File: src/pwmdpc_pkg.sv
package pwmdpc_pkg;
    localparam int DATA_W = 16;

    // register byte addresses
    localparam logic [4:0] ADDR_DUTY   = 5'h00;
    localparam logic [4:0] ADDR_PHASE  = 5'h04;
    localparam logic [4:0] ADDR_FLCTL  = 5'h08;
    localparam logic [4:0] ADDR_GENCTL = 5'h0C;
    localparam logic [4:0] ADDR_OUTCTL = 5'h10;
    localparam logic [4:0] ADDR_UNLOCK = 5'h14;
    localparam logic [4:0] ADDR_STATUS = 5'h18;

    // reset values
    localparam logic [15:0] DUTY_RST   = 16'h0000;
    localparam logic [15:0] PHASE_RST  = 16'h0000;
    localparam logic [15:0] FLCTL_RST  = 16'h00F8;
    localparam logic [15:0] GENCTL_RST = 16'h0000;
    localparam logic [15:0] OUTCTL_RST = 16'h0000;

    // fault_limit_control fields
    localparam int LSRC_HI  = 14;
    localparam int LSRC_LO  = 10;
    localparam int LPOL_BIT = 9;
    localparam int LMOD_BIT = 8;
    localparam logic [15:0] FLCTL_MASK = 16'h7FFF;

    // generator_control_reg fields
    localparam int GEN_EN_BIT = 0;
    localparam int ITB_BIT    = 9;
    localparam logic [15:0] GENCTL_MASK = 16'h0201;

    // output_control_reg fields
    localparam int OUTPUT_PAIR_MODE_HI = 11;
    localparam int OUTPUT_PAIR_MODE_LO = 10;
    localparam logic [15:0] OUTCTL_MASK = 16'h0C00;

    // unlock keys, written back to back
    localparam logic [15:0] UNLOCK_KEY1 = 16'hABCD;
    localparam logic [15:0] UNLOCK_KEY2 = 16'h4321;

    // limit source codes and input vector positions
    localparam logic [4:0] LSRC_FLT1  = 5'h00;
    localparam logic [4:0] LSRC_FLT4  = 5'h03;
    localparam logic [4:0] LSRC_CMP1  = 5'h08;
    localparam logic [4:0] LSRC_CMP4  = 5'h0B;
    localparam logic [4:0] LSRC_FLT32 = 5'h1F;
    localparam int LIM_N       = 9;
    localparam int LIM_CMP_POS = 4;
    localparam int LIM_F32_POS = 8;

    typedef enum logic [1:0] {
        OUTPUT_PAIR_MODE_COMPL,
        OUTPUT_PAIR_MODE_REDUND,
        OUTPUT_PAIR_MODE_PUSHPULL,
        OUTPUT_PAIR_MODE_INDEP
    } pwmdpc_output_pair_mode_type;
endpackage : pwmdpc_pkg

File: src/pwmdpc_timebase.sv
`timescale 1ns/1ps
`default_nettype none
module pwmdpc_timebase
    import pwmdpc_pkg::*;
(
    // clock and reset
    input  wire logic              mclk,
    input  wire logic              rst_n,
    // control
    input  wire logic              run,
    input  wire logic [DATA_W-1:0] period,
    // count
    output var  logic [DATA_W-1:0] count_q,
    output var  logic              wrap_q
);
    // local time base counts 0..period inclusive
    always_ff @(posedge mclk or negedge rst_n) begin
        if (!rst_n) begin
            count_q <= '0;
            wrap_q  <= 1'b0;
        end else if (!run) begin
            count_q <= '0;
            wrap_q  <= 1'b0;
        end else if (count_q >= period) begin
            count_q <= '0;
            wrap_q  <= 1'b1;
        end else begin
            count_q <= count_q + 16'h0001;
            wrap_q  <= 1'b0;
        end
    end
endmodule : pwmdpc_timebase
`default_nettype wire

File: src/pwmdpc_core.sv
`timescale 1ns/1ps
`default_nettype none
module pwmdpc_core
    import pwmdpc_pkg::*;
(
    // clock and reset
    input  wire logic              mclk,
    input  wire logic              rstn,
    // avalon-mm slave
    input  wire logic [4:0]        avs_address,
    input  wire logic              avs_read,
    input  wire logic              avs_write,
    input  wire logic [31:0]       avs_writedata,
    input  wire logic [3:0]        avs_byteenable,
    output var  logic [31:0]       avs_readdata,
    output var  logic              avs_waitrequest,
    // time base and limit inputs
    input  wire logic [DATA_W-1:0] master_count,
    input  wire logic [LIM_N-1:0]  limit_in,
    input  wire logic              write_lock_fuse,
    // power stage
    output var  logic              high_side_output,
    output var  logic              low_side_output
);
    logic [1:0]        rst_sync_q;
    logic              rst_n;
    logic [LIM_N-1:0]  lim_s1_q, lim_s2_q;
    logic              fuse_s1_q, fuse_s2_q, fuse_q;
    logic [2:0]        fuse_done_q;
    logic [15:0]       duty_q, phase_q, flctl_q, genctl_q, outctl_q;
    logic              wait_q;
    logic [31:0]       rdata_q;
    logic              key1_seen_q, unlocked_q;
    logic              high_q, low_q, pp_sel_q;
    logic              wr_acc, rd_acc, outctl_wr_ok;
    logic              gen_en, independent_timebase_select;
    pwmdpc_output_pair_mode_type   output_pair_mode;
    logic [DATA_W-1:0] loc_count, tb_count;
    logic              loc_wrap, tb_wrap, raw_active;
    logic              lim_pick, limit_active;

    function automatic logic [15:0] merge16(input logic [15:0] old_v,
                                            input logic [31:0] new_v,
                                            input logic [3:0]  be);
        merge16[7:0]  = be[0] ? new_v[7:0]  : old_v[7:0];
        merge16[15:8] = be[1] ? new_v[15:8] : old_v[15:8];
    endfunction : merge16

    function automatic logic pick_limit(input logic [4:0]       src,
                                        input logic [LIM_N-1:0] v);
        pick_limit = 1'b0;
        if (src <= LSRC_FLT4) begin
            pick_limit = v[src[1:0]];
        end else if (src >= LSRC_CMP1 && src <= LSRC_CMP4) begin
            pick_limit = v[LIM_CMP_POS + int'(src[1:0])];
        end else if (src == LSRC_FLT32) begin
            pick_limit = v[LIM_F32_POS];
        end
    endfunction : pick_limit

    // reset release synchroniser
    always_ff @(posedge mclk or negedge rstn) begin
        if (!rstn) begin
            rst_sync_q <= 2'b00;
        end else begin
            rst_sync_q <= {rst_sync_q[0], 1'b1};
        end
    end
    assign rst_n = rst_sync_q[1];

    // pin synchronisers
    always_ff @(posedge mclk or negedge rst_n) begin
        if (!rst_n) begin
            lim_s1_q  <= '0;
            lim_s2_q  <= '0;
            fuse_s1_q <= 1'b0;
            fuse_s2_q <= 1'b0;
        end else begin
            lim_s1_q  <= limit_in;
            lim_s2_q  <= lim_s1_q;
            fuse_s1_q <= write_lock_fuse;
            fuse_s2_q <= fuse_s1_q;
        end
    end

    // fuse sampled until the pin synchroniser holds a real sample, then frozen
    always_ff @(posedge mclk or negedge rst_n) begin
        if (!rst_n) begin
            fuse_q      <= 1'b0;
            fuse_done_q <= 3'h0;
        end else if (!fuse_done_q[2]) begin
            fuse_q      <= fuse_s2_q;
            fuse_done_q <= {fuse_done_q[1:0], 1'b1};
        end
    end

    // bus handshake: one wait cycle, then the access completes
    assign wr_acc = avs_write && !wait_q;
    assign rd_acc = avs_read && !wait_q;

    always_ff @(posedge mclk or negedge rst_n) begin
        if (!rst_n) begin
            wait_q <= 1'b1;
        end else begin
            wait_q <= !((avs_read || avs_write) && wait_q);
        end
    end

    always_ff @(posedge mclk or negedge rst_n) begin
        if (!rst_n) begin
            rdata_q <= '0;
        end else if (avs_read && wait_q) begin
            if (avs_address == ADDR_DUTY) begin
                rdata_q <= {16'h0000, duty_q};
            end else if (avs_address == ADDR_PHASE) begin
                rdata_q <= {16'h0000, phase_q};
            end else if (avs_address == ADDR_FLCTL) begin
                rdata_q <= {16'h0000, flctl_q};
            end else if (avs_address == ADDR_GENCTL) begin
                rdata_q <= {16'h0000, genctl_q};
            end else if (avs_address == ADDR_OUTCTL) begin
                rdata_q <= {16'h0000, outctl_q};
            end else if (avs_address == ADDR_STATUS) begin
                rdata_q <= {11'h000, unlocked_q, fuse_q, limit_active, low_q, high_q, tb_count};
            end else begin
                rdata_q <= '0;
            end
        end
    end
    assign avs_readdata    = rdata_q;
    assign avs_waitrequest = wait_q;

    // register writes
    always_ff @(posedge mclk or negedge rst_n) begin
        if (!rst_n) begin
            duty_q <= DUTY_RST;
        end else if (wr_acc && avs_address == ADDR_DUTY) begin
            duty_q <= merge16(duty_q, avs_writedata, avs_byteenable);
        end
    end

    always_ff @(posedge mclk or negedge rst_n) begin
        if (!rst_n) begin
            phase_q <= PHASE_RST;
        end else if (wr_acc && avs_address == ADDR_PHASE) begin
            phase_q <= merge16(phase_q, avs_writedata, avs_byteenable);
        end
    end

    always_ff @(posedge mclk or negedge rst_n) begin
        if (!rst_n) begin
            flctl_q <= FLCTL_RST;
        end else if (wr_acc && avs_address == ADDR_FLCTL) begin
            flctl_q <= merge16(flctl_q, avs_writedata, avs_byteenable) & FLCTL_MASK;
        end
    end

    always_ff @(posedge mclk or negedge rst_n) begin
        if (!rst_n) begin
            genctl_q <= GENCTL_RST;
        end else if (wr_acc && avs_address == ADDR_GENCTL) begin
            genctl_q <= merge16(genctl_q, avs_writedata, avs_byteenable) & GENCTL_MASK;
        end
    end

    // output control guarded by the lock fuse
    assign outctl_wr_ok = wr_acc && avs_address == ADDR_OUTCTL && (!fuse_q || unlocked_q);

    always_ff @(posedge mclk or negedge rst_n) begin
        if (!rst_n) begin
            outctl_q <= OUTCTL_RST;
        end else if (outctl_wr_ok) begin
            outctl_q <= merge16(outctl_q, avs_writedata, avs_byteenable) & OUTCTL_MASK;
        end
    end

    // unlock: two keys back to back open one output control write
    always_ff @(posedge mclk or negedge rst_n) begin
        if (!rst_n) begin
            key1_seen_q <= 1'b0;
            unlocked_q  <= 1'b0;
        end else if (wr_acc) begin
            if (avs_address == ADDR_UNLOCK && avs_writedata[15:0] == UNLOCK_KEY1) begin
                key1_seen_q <= 1'b1;
                unlocked_q  <= 1'b0;
            end else if (avs_address == ADDR_UNLOCK && key1_seen_q
                         && avs_writedata[15:0] == UNLOCK_KEY2) begin
                key1_seen_q <= 1'b0;
                unlocked_q  <= 1'b1;
            end else begin
                key1_seen_q <= 1'b0;
                unlocked_q  <= unlocked_q && avs_address != ADDR_OUTCTL;
            end
        end
    end

    // time base selection
    assign gen_en = genctl_q[GEN_EN_BIT];
    assign independent_timebase_select    = genctl_q[ITB_BIT];
    assign output_pair_mode   = pwmdpc_output_pair_mode_type'(outctl_q[OUTPUT_PAIR_MODE_HI:OUTPUT_PAIR_MODE_LO]);

    pwmdpc_timebase u_timebase (
        .mclk    (mclk),
        .rst_n   (rst_n),
        .run     (gen_en && independent_timebase_select),
        .period  (phase_q),
        .count_q (loc_count),
        .wrap_q  (loc_wrap)
    );

    assign tb_count   = independent_timebase_select ? loc_count : master_count - phase_q;
    assign tb_wrap    = independent_timebase_select ? loc_wrap : (tb_count == '0);
    assign raw_active = tb_count < duty_q;

    // current limit
    assign lim_pick     = pick_limit(flctl_q[LSRC_HI:LSRC_LO], lim_s2_q);
    assign limit_active = flctl_q[LMOD_BIT] && (lim_pick ^ flctl_q[LPOL_BIT]);

    // output stage; an active limit forces both sides off
    always_ff @(posedge mclk or negedge rst_n) begin
        if (!rst_n) begin
            pp_sel_q <= 1'b0;
        end else if (gen_en && tb_wrap) begin
            pp_sel_q <= !pp_sel_q;
        end
    end

    always_ff @(posedge mclk or negedge rst_n) begin
        if (!rst_n) begin
            high_q <= 1'b0;
            low_q  <= 1'b0;
        end else if (!gen_en || limit_active) begin
            high_q <= 1'b0;
            low_q  <= 1'b0;
        end else begin
            case (output_pair_mode)
                OUTPUT_PAIR_MODE_COMPL: begin
                    high_q <= raw_active;
                    low_q  <= !raw_active;
                end
                OUTPUT_PAIR_MODE_PUSHPULL: begin
                    high_q <= raw_active && !pp_sel_q;
                    low_q  <= raw_active && pp_sel_q;
                end
                default: begin
                    high_q <= raw_active;
                    low_q  <= raw_active;
                end
            endcase
        end
    end
    assign high_side_output = high_q;
    assign low_side_output  = low_q;

    a_duty_write_lands: assert property (@(posedge mclk) disable iff (!rst_n)
        wr_acc && avs_address == ADDR_DUTY && avs_byteenable == 4'hF
        |=> duty_q == $past(avs_writedata[15:0]))
        else $error("duty write not stored");
    a_phase_shift_use: assert property (@(posedge mclk) disable iff (!rst_n)
        gen_en && !independent_timebase_select && !limit_active && output_pair_mode == OUTPUT_PAIR_MODE_COMPL
        |=> high_q == (16'($past(master_count) - $past(phase_q)) < $past(duty_q)))
        else $error("phase shift not applied");
    a_itb_period_bound: assert property (@(posedge mclk) disable iff (!rst_n)
        gen_en && independent_timebase_select && loc_count == phase_q |=> loc_count == '0)
        else $error("local time base did not wrap at period");
    a_limit_source_f32: assert property (@(posedge mclk) disable iff (!rst_n)
        flctl_q[LSRC_HI:LSRC_LO] == LSRC_FLT32 |-> lim_pick == lim_s2_q[LIM_F32_POS])
        else $error("fault 32 source not selected");

    a_limit_polarity: assert property (@(posedge mclk) disable iff (!rst_n)
        flctl_q[LMOD_BIT] |-> limit_active == (lim_pick != flctl_q[LPOL_BIT]))
        else $error("limit polarity wrong");
    a_limit_off_quiet: assert property (@(posedge mclk) disable iff (!rst_n)
        limit_active |=> !high_q && !low_q)
        else $error("outputs active under current limit");
    a_lock_blocks_write: assert property (@(posedge mclk) disable iff (!rst_n)
        wr_acc && avs_address == ADDR_OUTCTL && fuse_q && !unlocked_q |=> $stable(outctl_q))
        else $error("locked output control was written");

    a_duty_compare: assert property (@(posedge mclk) disable iff (!rst_n)
        gen_en && !limit_active && output_pair_mode == OUTPUT_PAIR_MODE_COMPL
        |=> high_q == $past(raw_active) && low_q != high_q)
        else $error("complementary output does not follow duty compare");

    a_bus_one_wait: assert property (@(posedge mclk) disable iff (!rst_n)
        (avs_read || avs_write) && wait_q |=> !wait_q ##1 wait_q)
        else $error("waitrequest not a single cycle low");
endmodule : pwmdpc_core
`default_nettype wire

File: config.mk
export PLATFORM = sky130hd
export DESIGN_NAME = pwmdpc_core
export DESIGN_NICKNAME = d
export VERILOG_FILES = /design/src/pwmdpc_pkg.sv /design/src/pwmdpc_timebase.sv /design/src/pwmdpc_core.sv
export SDC_FILE = /design/constraint.sdc
export NUM_CORES = 1
export LEC_CHECK = 0
export ABC_AREA = 1
export BUFFER_PORTS_ARGS = -buffer_cell sky130_fd_sc_hd__buf_4
export CAP_MARGIN = 20
export CORE_AREA = 2 2 116 118
export DETAILED_ROUTE_END_ITERATION = 7
export DIE_AREA = 0 0 118 120
export PLACE_DENSITY = 0.88
export SETUP_SLACK_MARGIN = 0.15
export SLEW_MARGIN = 20
export SYNTH_ARGS = -nofsm -noshare
export SYNTH_HDL_FRONTEND = slang
export SYNTH_HIERARCHICAL = 1
export SYNTH_SLANG_ARGS = --single-unit
File: constraint.sdc
create_clock -name mclk -period 4.7 [get_ports mclk]
set_input_delay 0 -clock mclk [delete_from_list [all_inputs] [get_ports mclk]]
set_output_delay 0 -clock mclk [all_outputs]
set_load 0.05 [all_outputs]
---- Word-level counts from Yosys, hierarchy flattened ----
Index checks and enable logic that the tools add are counted.
storage, ports and cells
  flip-flop bits (word level) ............. 132
  input port bits ......................... 71
  output and inout bits ................... 35
  logic and storage cells ................. 116
operators by class
  add/subtract/negate cells ............... 3
  $lt $le $gt $ge ......................... 7
  equal/unequal tests ..................... 11
  mux-type cells .......................... 28
  bitwise gates (word level) .............. 1
  reductions and logical operators ........ 40
operators by type and width
  cell                                                        number
  2-to-1 mux 21 bit                                           6
  2-to-1 mux 16 bit                                           3
  == test 5 bit, second input constant                        4
  logical AND 1 bit                                           19
  AND reduction 2 bit                                         9
  adder 16 x 1 -> 16 bit, second input constant               1
  == test 16 x 15 -> 1 bit, second input constant             1
  == test 16 bit, second input constant                       1
  >= comparator 16 bit                                        1
  logical NOT 16 bit                                          1
  less-than comparator 16 bit                                 1
  subtractor 16 bit                                           1
  2-to-1 mux 1 bit                                            15
  == test 5 x 4 -> 1 bit, second input constant               2
  logical NOT 1 bit                                           6
  == test 5 x 3 -> 1 bit, second input constant               1
  >= comparator 5 x 4 -> 1 bit, second input constant         1
  <= comparator 5 x 2 -> 1 bit, second input constant         1
  <= comparator 5 x 4 -> 1 bit, second input constant         1
  logical NOT 5 bit                                           1
  less-than comparator 2 x 5 -> 1 bit, second input constant  1
  less-than comparator 4 x 5 -> 1 bit, second input constant  1
  inequality test 5 bit, second input constant                1
  adder 3 x 2 -> 4 bit, first input constant                  1
  8 further kinds                                             10

---- Depth between registers and ports, before layout ----
Gate-level depths: netlist (run 1).
  depth after elaboration ................. 14
  gate-level depth with buffers ........... 22
  mapped depth without buffers ............ 22

---- Hierarchy ----
The synthesis (run 1) kept the hierarchy.
by module, submodules not included
  module           times used  cells an instance  area an instance (µm²)  sequential area each (µm²)
  pwmdpc_core      1           780                5969.5                  2610.0
  pwmdpc_timebase  1           168                1326.3                  425.4

---- Worst setup path after synthesis (run 1) ----
Ideal clock, no wire load.
  path type ............................... register -> register
  start ................................... register phase_q[0]
  end ..................................... register low_q, in the netlist low_side_output
  data arrival time ....................... 2.575 ns
  required time ........................... 4.583 ns
  setup slack ............................. 2.008 ns
  cell stages (with the launch flop) ...... 21
  path buffers ............................ 0
  cells stage by stage .................... dfrtp_1 ha_1 inv_1 fa_1 nand2_1 nand3_1 nand3_1 nand2_1 nand3_1 nand2_1 nand2_1 nand3_1 nand2_1 inv_1 ha_1 nand2_1 nor2_1 a2111oi_0 nand2_1 nor2_1 nor2_1
on the way
  word-level cells in the longest chain between the ends .. 6
  elaborated cells on any way between the ends .. 7
  those cells by class .................... 1 x add/sub; 1 x order compare; 3 x mux; 2 x reduce/logical
ends and longest elaborated chain
  item                                                           line                                    RTL
  start, declared                                                pwmdpc_core.sv:30                       logic [15:0] duty_q, phase_q, flctl_q, genctl_q, outctl_q;
  start signal, assigned                                         pwmdpc_core.sv:146                      phase_q <= merge16(phase_q, avs_writedata, avs_byteenable);
  subtractor 16 bit *                                            pwmdpc_core.sv:211                      assign tb_count = independent_timebase_select ? loc_count : master_count - phase_q;
  2-to-1 mux 16 bit *                                            pwmdpc_core.sv:211
  less-than comparator 16 bit *                                  pwmdpc_core.sv:213                      assign raw_active = tb_count < duty_q;
  logical AND 1 bit / logical NOT 1 bit (equally long branches)  pwmdpc_core.sv:243, pwmdpc_core.sv:239
  case mux 1 bit (2 select lines) *                              pwmdpc_core.sv:236                      case (output_pair_mode)
  2-to-1 mux 1 bit *                                             pwmdpc_core.sv:232                      end else if (!gen_en || limit_active) begin
  end signal, assigned                                           pwmdpc_core.sv:239                      low_q <= !raw_active;
  end signal, assigned                                           pwmdpc_core.sv:243                      low_q <= raw_active && pp_sel_q;
  end signal, assigned                                           pwmdpc_core.sv:247                      low_q <= raw_active;
  end, declared                                                  pwmdpc_core.sv:34                       logic high_q, low_q, pp_sel_q;
Every way passes the cells marked *; elsewhere a longest branch is shown, timed or not.
A chain may end at the register's enable or synchronous reset.

---- Worst setup path in the final report (run 1) ----
Same ends and word-level chain as after synthesis.

==> key figures, run 1 <==
Synthesis
  – Synth top area cells: dfrtp_1 39%, nand2_1 13%, ha_1 8.1%, inv_1 7.3%, o21ai_0 5.5%
  – Post-Synthesis Cell Area: approximately 7300 sq um
  – Yosys top cell by area: dfrtp_1
  – Syn. warnings: 6
  – Average size of a mapped cell: 7.70 sq um
  – Synth top area share: about two fifths
  – Dominant synthesized flop cell: dfrtp_1
  – Post-Synthesis Cells: ~950
  – Post-synthesis sequential area ratio: between 40% and 50%
  – Number of enable flip-flop cells after synthesis: 0
  – Async SR Flop Fraction: 100%
  – Synth Register Bits: 121
  – Distinct cells, synth: 45

Layout
  – Layout Area Growth over Synthesis: 22.2%
  – Nets: approximately 1200
  – Highest-count cells in the layout ignoring fill and taps: 243 x nand2_1, 141 x inv_1, 114 x dfrtp_1
  – Final std cells w/o fill: 1249
  – Ant diodes: 0
  – Share of post-route cells with drive strength above 1: 16.5%
  – Most common cell after layout, fill and taps aside: nand2_1

Detailed routing
  – Met1 Wirelength: about 7600 um
  – Detail Route Antenna Nets: 0
  – Vias post-DR: 6842
  – First drt pass iteration count: 6
  – Top routing layer in use: met4
  – Via density: around 5.5
  – Routed WL: 19400 um
  – Met2 WL: between 9000 and 10000 um
  – DR iter-0 viols: 753
  – Wire length on met3: roughly 1600 um
  – Drt drc: 0
  – WL/cell: around 16 um

Setup path
  – Reg2reg end: low_side_output
  – RR Startpoint: phase_q[0]
  – CP Launch Type: flop
  – Critical Path AT: 3.72 ns
  – CP Class: flop to flop
  – FF-to-FF setup slack: 1.31 ns
  – Crit Path Max Fanout: 4
  – Setup crit end kind: flop
  – Req. time, crit path: slightly above 5 ns
  – Worst r2r path cells: 19

Die
  – Width of the die: 118 um
  – I/O pins: ~110
  – Core Rows: 42
  – Die Y: around 120 um
  – Initial core utilization: between 50% and 60%
  – Die area: between 10000 and 15000 sq um
  – Area of the core: roughly 13000 sq um

Place
  – IO Port Bufs: 76
  – Place WS: 1.42 ns
  – DP HPWL: around 13000 um
  – Placed Instances: about 1200
  – Placer Congestion: 0.916

Timing
  – Tcrit/Tclk final: 72.2%
  – Pins Over Slew Limit: 0
  – RSZ-0062 raised after global routing: no
  – Slew margin rel.: around half
  – Least-Margin Pin Slew: 0.743 ns
  – Fmax: about 0.29 GHz
  – Worst setup margin: about 1.3 ns
  – Setup TNS: 0 ns
  – Fin. Hold Viols: 0
  – Setup Skew: about 0.0064 ns
  – Period minus WS final: 3.39 ns
  – Final setup fails: 0

Status
  – Status: finished, final reports clean

Min path
  – Hold path endpoint: key1_seen_q
  – Hold Startpoint: avs_write
  – Hold path cells: 4
  – Worst hold path class: input port to flop

Clock tree
  – Clock-pin slew on the worst setup and hold paths: 0.05 ns
  – TritonCTS sink count: roughly 120
  – Bufs on Longest Clock Path: 2
  – Clock buffer count from CTS: 17
  – CTS tree: done
  – Post-CTS Setup Inserts: 0
  – Worst skew pair latency: around 0.41 ns
  – CTS H-tree lvls: 4
  – Clock root buffer: clkbuf_16

GRT
  – Total gr overflow: 0
  – Global-route wire length before repair: 31700 um
  – Vias in the first global route: between 6000 and 7000
  – Largest net degree at the start of global routing: 81
  – GRT Util Overall: 28.3%
  – Initial antenna violation count: 0

Flow run
  – Max_cap viols: 0

Pwr
  – Maximum VDD drop: 348 uV
  – Pwr/cell area: ~350 nW/um^2
  – LEAKAGE: 4.30 nW
-- what timing repair did --
item / in CTS / in global routing
hold buffers: 30 / 0
endpoints found under the hold margin: 63 / 0
resized for setup: 0 / 0
setup endpoints to repair: 0 / 0
-- registers in the layout (all words and copies together) (netlist names), 2 cells and up --
name                count
avs_readdata           21
duty_q                 16
phase_q                16
u_timebase/count_q     16
flctl_q                15
lim_s1_q                9
lim_s2_q                9
fuse_done_q             3
genctl_q                2
outctl_q                2
rst_sync_q              2
-- worst max-delay path by stage --
stage             startpoint         endpoint  slack (ns)  cells after the start
5_1_grt           phase_q[0]  low_side_output        1.01                     21
3_5_place_dp      phase_q[0]  low_side_output        1.42                     21
4_1_cts           phase_q[0]  low_side_output        1.37                     21
6_report          phase_q[0]  low_side_output        1.31                     19
2_1_floorplan  rst_sync_q[1]  avs_readdata[0]        1.09                      0
3_3_place_gp      phase_q[0]  low_side_output        1.54                     21
-- final cells by class --
| class | instances | area, sq um |
|---|---|---|
| Multi-Input combinational cell | 663 | 3580 |
| Clock buffer | 18 | 429 |
| Fill cell | 937 | 4060 |
| Inverter | 146 | 548 |
| Clock inverter | 14 | 176 |
| Timing Repair Buffer | 111 | 928 |
| Sequential cell | 121 | 3040 |
| Tap cell | 176 | 220 |
-- layer usage --
| layer | up-vias | track usage, % |
|---|---|---|
| li1 | 3258 | - |
| met1 | 3186 | 34.5 |
| met2 | 344 | 48.3 |
| met3 | 54 | 6.13 |
| met4 | 0 | 12.6 |
| met5 | - | 0 |
-- Yosys cell counts (4+ instances only) --
library cell,count
a31oi_1,4
nand3_1,55
a21oi_1,36
a221oi_1,4
ha_1,47
clkbuf_1,7
or2_2,11
nor3_1,8
dfstp_2,6
o21ai_0,80
nand2_2,10
o21ai_1,5
buf_2,6
inv_2,5
xor2_1,10
inv_1,141
nor4_1,4
nand3_2,4
o211ai_1,4
nand4_1,18
nor2_1,59
nor2_2,18
nand2_1,243
dfrtp_1,115
buf_4,12
-- kinds of logic (layout without fill, tap and decap cells) --
group / Yosys count / in the layout / synth area share [%]
fa+ha+maj: 48 / 48 / 8.33
simple gates: 438 / 438 / 26.9
flops: 121 / 121 / 41.6
other cells: 2 / 12 / 0.103
compound gates: 152 / 152 / 11.6
xor+xnor: 13 / 13 / 1.56
buf+inv: 174 / 289 / 9.90
-- power breakdown --
group | internal [mW] | total, mW | leakage, nW | switching, mW
Combinational | 0.241 | 0.668 | 2.45 | 0.426
Clock | 0.834 | 1.32 | 0.278 | 0.481
Sequential | 1.11 | 1.17 | 1.58 | 0.0642
-- worst max-delay path, stage by stage, from the launching register on --
cell	delay (ns)
dfrtp_1	0.46
ha_1	0.18
inv_1	0.08
fa_1	0.41
nand3_1	0.12
nand2_1	0.11
and2_1	0.17
o21bai_1	0.14
nand3_1	0.09
nand2_1	0.19
inv_1	0.07
ha_1	0.18
a21oi_1	0.12
nand3b_1	0.13
a21oi_1	0.07
a2111oi_0	0.34
nand2_1	0.18
nand2_1	0.10
nand2_1	0.05
nor2_1	0.13
-- stage by stage --
step	hold slack [ns]	power, mW	util (%)	cell area [sq um]
detailed placement	-0.213	1.80	61.5	7980
floorplan	-0.296	1.62	-	7330
finish	0.0234	3.15	68.7	8920
CTS	0.0171	3.14	68.5	8890
global route	0.0386	3.29	68.7	8920
global placement	-0.215	1.78	61.5	7980
No activity file was read; power rests on OpenSTA's default activity.
==> run 2, diff against run 1 <==
- CORE_AREA: 2 2 116 118 -> 2 2 122 124
- DIE_AREA: 0 0 118 120 -> 0 0 124 126
- PLACE_DENSITY: 0.88 -> 0.84
- clock period: 4.7 -> 2.8 ns (I/O delays scaled with it)
==> key figures, run 2 (synthesized netlist as in run 1, its figures left out) <==
Min path
  – Hold path endpoint: avs_readdata[13]
  – Hold path cells: 4 (unchanged)
  – Worst hold path class: input port to flop
  – Hold Startpoint: avs_address[4]

Setup path
  – RR Startpoint: phase_q[4]
  – Reg2reg end: low_side_output
  – Setup crit end kind: flop
  – CP Launch Type: flop
  – CP max stage delay: 0.39 ns (-0.07 ns)
  – Req. time, crit path: 3.16 ns (-1.87 ns)
  – CP top delay family: simple AND/OR/NAND/NOR gates
  – WP buf/inv: 3 (+1)
  – Critical Path AT: 3.34 ns (-0.38 ns)
  – Crit Path Max Fanout: 4 (unchanged)
  – Worst path slowest cell: dfrtp_1
  – CP Class: flop to flop
  – Worst r2r path cells: 21 (+2)
  – FF-to-FF setup slack: -0.18 ns (-1.49 ns)
  – Most frequent CP cell: nand2_1
  – Worst-path cell chain: inv_2, ha_4, nand2_1, nand2_1, inv_1, nand2_1, nand2_1, nand3_2, nand2_1, nand3_2, nand2_2, inv_1, ha_1, a21oi_2, nand3b_1, a21oi_2, a2111oi_2, nand2_2, nand2_1, nand2_1, nor2_1

GRT
  – Initial antenna violation count: 0 (unchanged)
  – Total gr overflow: 0 (unchanged)
  – Vias in the first global route: 7104 (+6.0%)
  – Largest net degree at the start of global routing: 44 (-46%)
  – GRT Util Overall: 28.0% (-0.22 points)
  – Global-route wire length before repair: 33800 um (+6.5%)

Timing
  – Fmax: 0.335 GHz (+14%)
  – Period minus WS final: 2.98 ns (-0.410 ns)
  – Fin. Hold Viols: 0 (unchanged)
  – Final setup fails: 2 (+2)
  – Tcrit/Tclk final: 107% (+34 points)
  – Setup Skew: 0.00788 ns (+0.00147 ns)
  – RSZ-0062 raised after global routing: yes
  – Worst setup margin: -0.184 ns (-1.49 ns)
  – Slew margin rel.: 54.5% (+4.1 points)
  – Pins Over Slew Limit: 0 (unchanged)
  – Least-Margin Pin Slew: 0.680 ns (-0.0637 ns)

Pwr
  – Comb power frac: 25.9% (+4.7 points)
  – Internal: 4.03 mW (+85%)
  – Power, Total: 5.80 mW (+84%)
  – LEAKAGE: 4.66 nW (+8.4%)
  – Part of the power in registers: 33.5% (-3.6 points)
  – Pwr/cell area: 595 nW/um^2 (+68%)
  – P_sw: 1.77 mW (+82%)
  – Maximum VDD drop: 687 uV (+97%)
  – Clock share of power: 40.6% (-1.1 points)
  – Switching Share: 30.5% (-0.30 points)

Clock tree
  – CTS H-tree lvls: 4 (unchanged)
  – CTS tree: done
  – Clock root buffer: clkbuf_16
  – TritonCTS sink count: 121 (unchanged)
  – Clock buffer count from CTS: 17 (unchanged)
  – Worst skew pair latency: 0.43 ns (+0.02 ns)
  – Clock-pin slew on the worst setup and hold paths: 0.06 ns (about the same)
  – Bufs on Longest Clock Path: 2 (unchanged)

Detailed routing
  – Vias post-DR: 7267 (+6.2%)
  – Drt drc: 0 (unchanged)
  – First drt pass iteration count: 6 (unchanged)
  – Routed WL: 21700 um (+12%)
  – Via density: 5.51 (+0.50%)
  – Detail Route Antenna Nets: 0 (unchanged)
  – DR iter-0 viols: 892 (+18%)
  – WL/cell: 16.5 um (+6.0%)

Die
  – Width of the die: 124 um (+5.1%)
  – Core Rows: 44 (+4.8%)
  – Die area: 15600 sq um (+10%)
  – Area of the core: 14300 sq um (+10%)
  – I/O pins: 106 (unchanged)
  – Die Y: 126 um (+5.0%)
  – Initial core utilization: 51.0% (-5.2 points)

Layout
  – Reg area: 3040 sq um (unchanged)
  – # fillers: 1057 (+13%)
  – Multi-input gate area: 3900 sq um (+9.0%)
  – Share of post-route cells with drive strength above 1: 26.0% (+9.5 points)
  – Number of flip-flops in the largest register: 21 (unchanged)
  – Highest-count cells in the layout ignoring fill and taps: 228 x nand2_1, 141 x buf_4, 133 x inv_1
  – Ant diodes: 0 (unchanged)
  – Nets: 1242 (+5.3%)
  – Layout Area Growth over Synthesis: 33.6%
  – Most common cell after layout, fill and taps aside: nand2_1

Place
  – Placer Congestion: 0.922 (+0.63%)
  – IO Port Bufs: 76 (unchanged)
  – DP HPWL: 14700 um (+10%)
  – Place WS: -0.143 ns (-1.56 ns)

Status
  – Failing checks: setup timing
  – Status: finished with violations

Flow run
  – Max_cap viols: 0 (unchanged)
run 2: worst max path at each step:
stage / from / endpoint / slack, ns / cells past startpoint
6_report: phase_q[4] / low_side_output / -0.18 / 21
5_1_grt: phase_q[4] / low_side_output / -0.33 / 21
4_1_cts: phase_q[0] / low_side_output / 0.004 / 19
3_5_place_dp: phase_q[0] / low_side_output / -0.14 / 21
3_3_place_gp: phase_q[2] / low_side_output / -0.05 / 21
2_1_floorplan: phase_q[0] / low_side_output / 0.13 / 20
run 2: what timing repair did:
item | CTS | global route
endpoints found under the setup margin | 2 | 4
resized for setup | 36 | 31
buffers inserted | 5 | 3
pin swaps | 18 | 16
hold endpoints to repair | 58 | 0
hold buffers | 32 | 0
run 2: metrics by stage:
| step | instances | hold slack, ns | util, % | TNS (ns) | area, sq um |
|---|---|---|---|---|---|
| floorplan | 958 | -0.296 | - | 0 | 7340 |
| global placement | 1248 | -0.217 | 58.8 | -0.0466 | 8410 |
| detailed placement | 1248 | -0.215 | 58.8 | -0.213 | 8410 |
| CTS | 1317 | 0.00352 | 66.8 | 0 | 9570 |
| global route | 1320 | 0.0354 | 68.1 | -0.563 | 9750 |
| finish | 1320 | 0.0196 | 68.1 | -0.260 | 9750 |
run 2: power groups by stage:
stage | combinational [mW] | clock (mW) | sequential [mW]
final | 1.51 | 2.35 | 1.94
after floorplan | 0.691 | 0 | 2.03
after detailed placement | 1.22 | 0 | 1.97
after global placement | 1.18 | 0 | 1.96
after global routing | 1.64 | 2.44 | 1.96
after CTS | 1.37 | 2.36 | 1.94
run 2: per-layer routing:
layer | up-vias | GRT usage (%) | wire, um
li1 | 3399 | - | -
met1 | 3401 | 35.9 | 8680
met2 | 397 | 45.6 | 10400
met3 | 70 | 6.88 | 1980
met4 | 0 | 10.9 | 686
met5 | - | 0 | 0
run 2: final cells by class:
type                       instances  area share, %
sequential                       121           31.2
multi-input combinational        663           40.0
clock buffer                      22           4.76
tap                              184           2.36
inverter                         146           5.62
clock inverter                    10           1.73
timing repair buffer             174           14.3
run 2: worst register-to-register path: stages (launching register included):
cell       delay [ns]
dfrtp_1          0.39
inv_2            0.07
ha_4             0.21
nand2_1          0.08
nand2_1          0.09
inv_1            0.09
nand2_1          0.05
nand2_1          0.10
nand3_2          0.11
nand2_1          0.10
nand3_2          0.09
nand2_2          0.13
inv_1            0.08
ha_1             0.32
a21oi_2          0.15
nand3b_1         0.13
a21oi_2          0.06
a2111oi_2        0.36
nand2_2          0.11
nand2_1          0.08
nand2_1          0.04
nor2_1           0.09
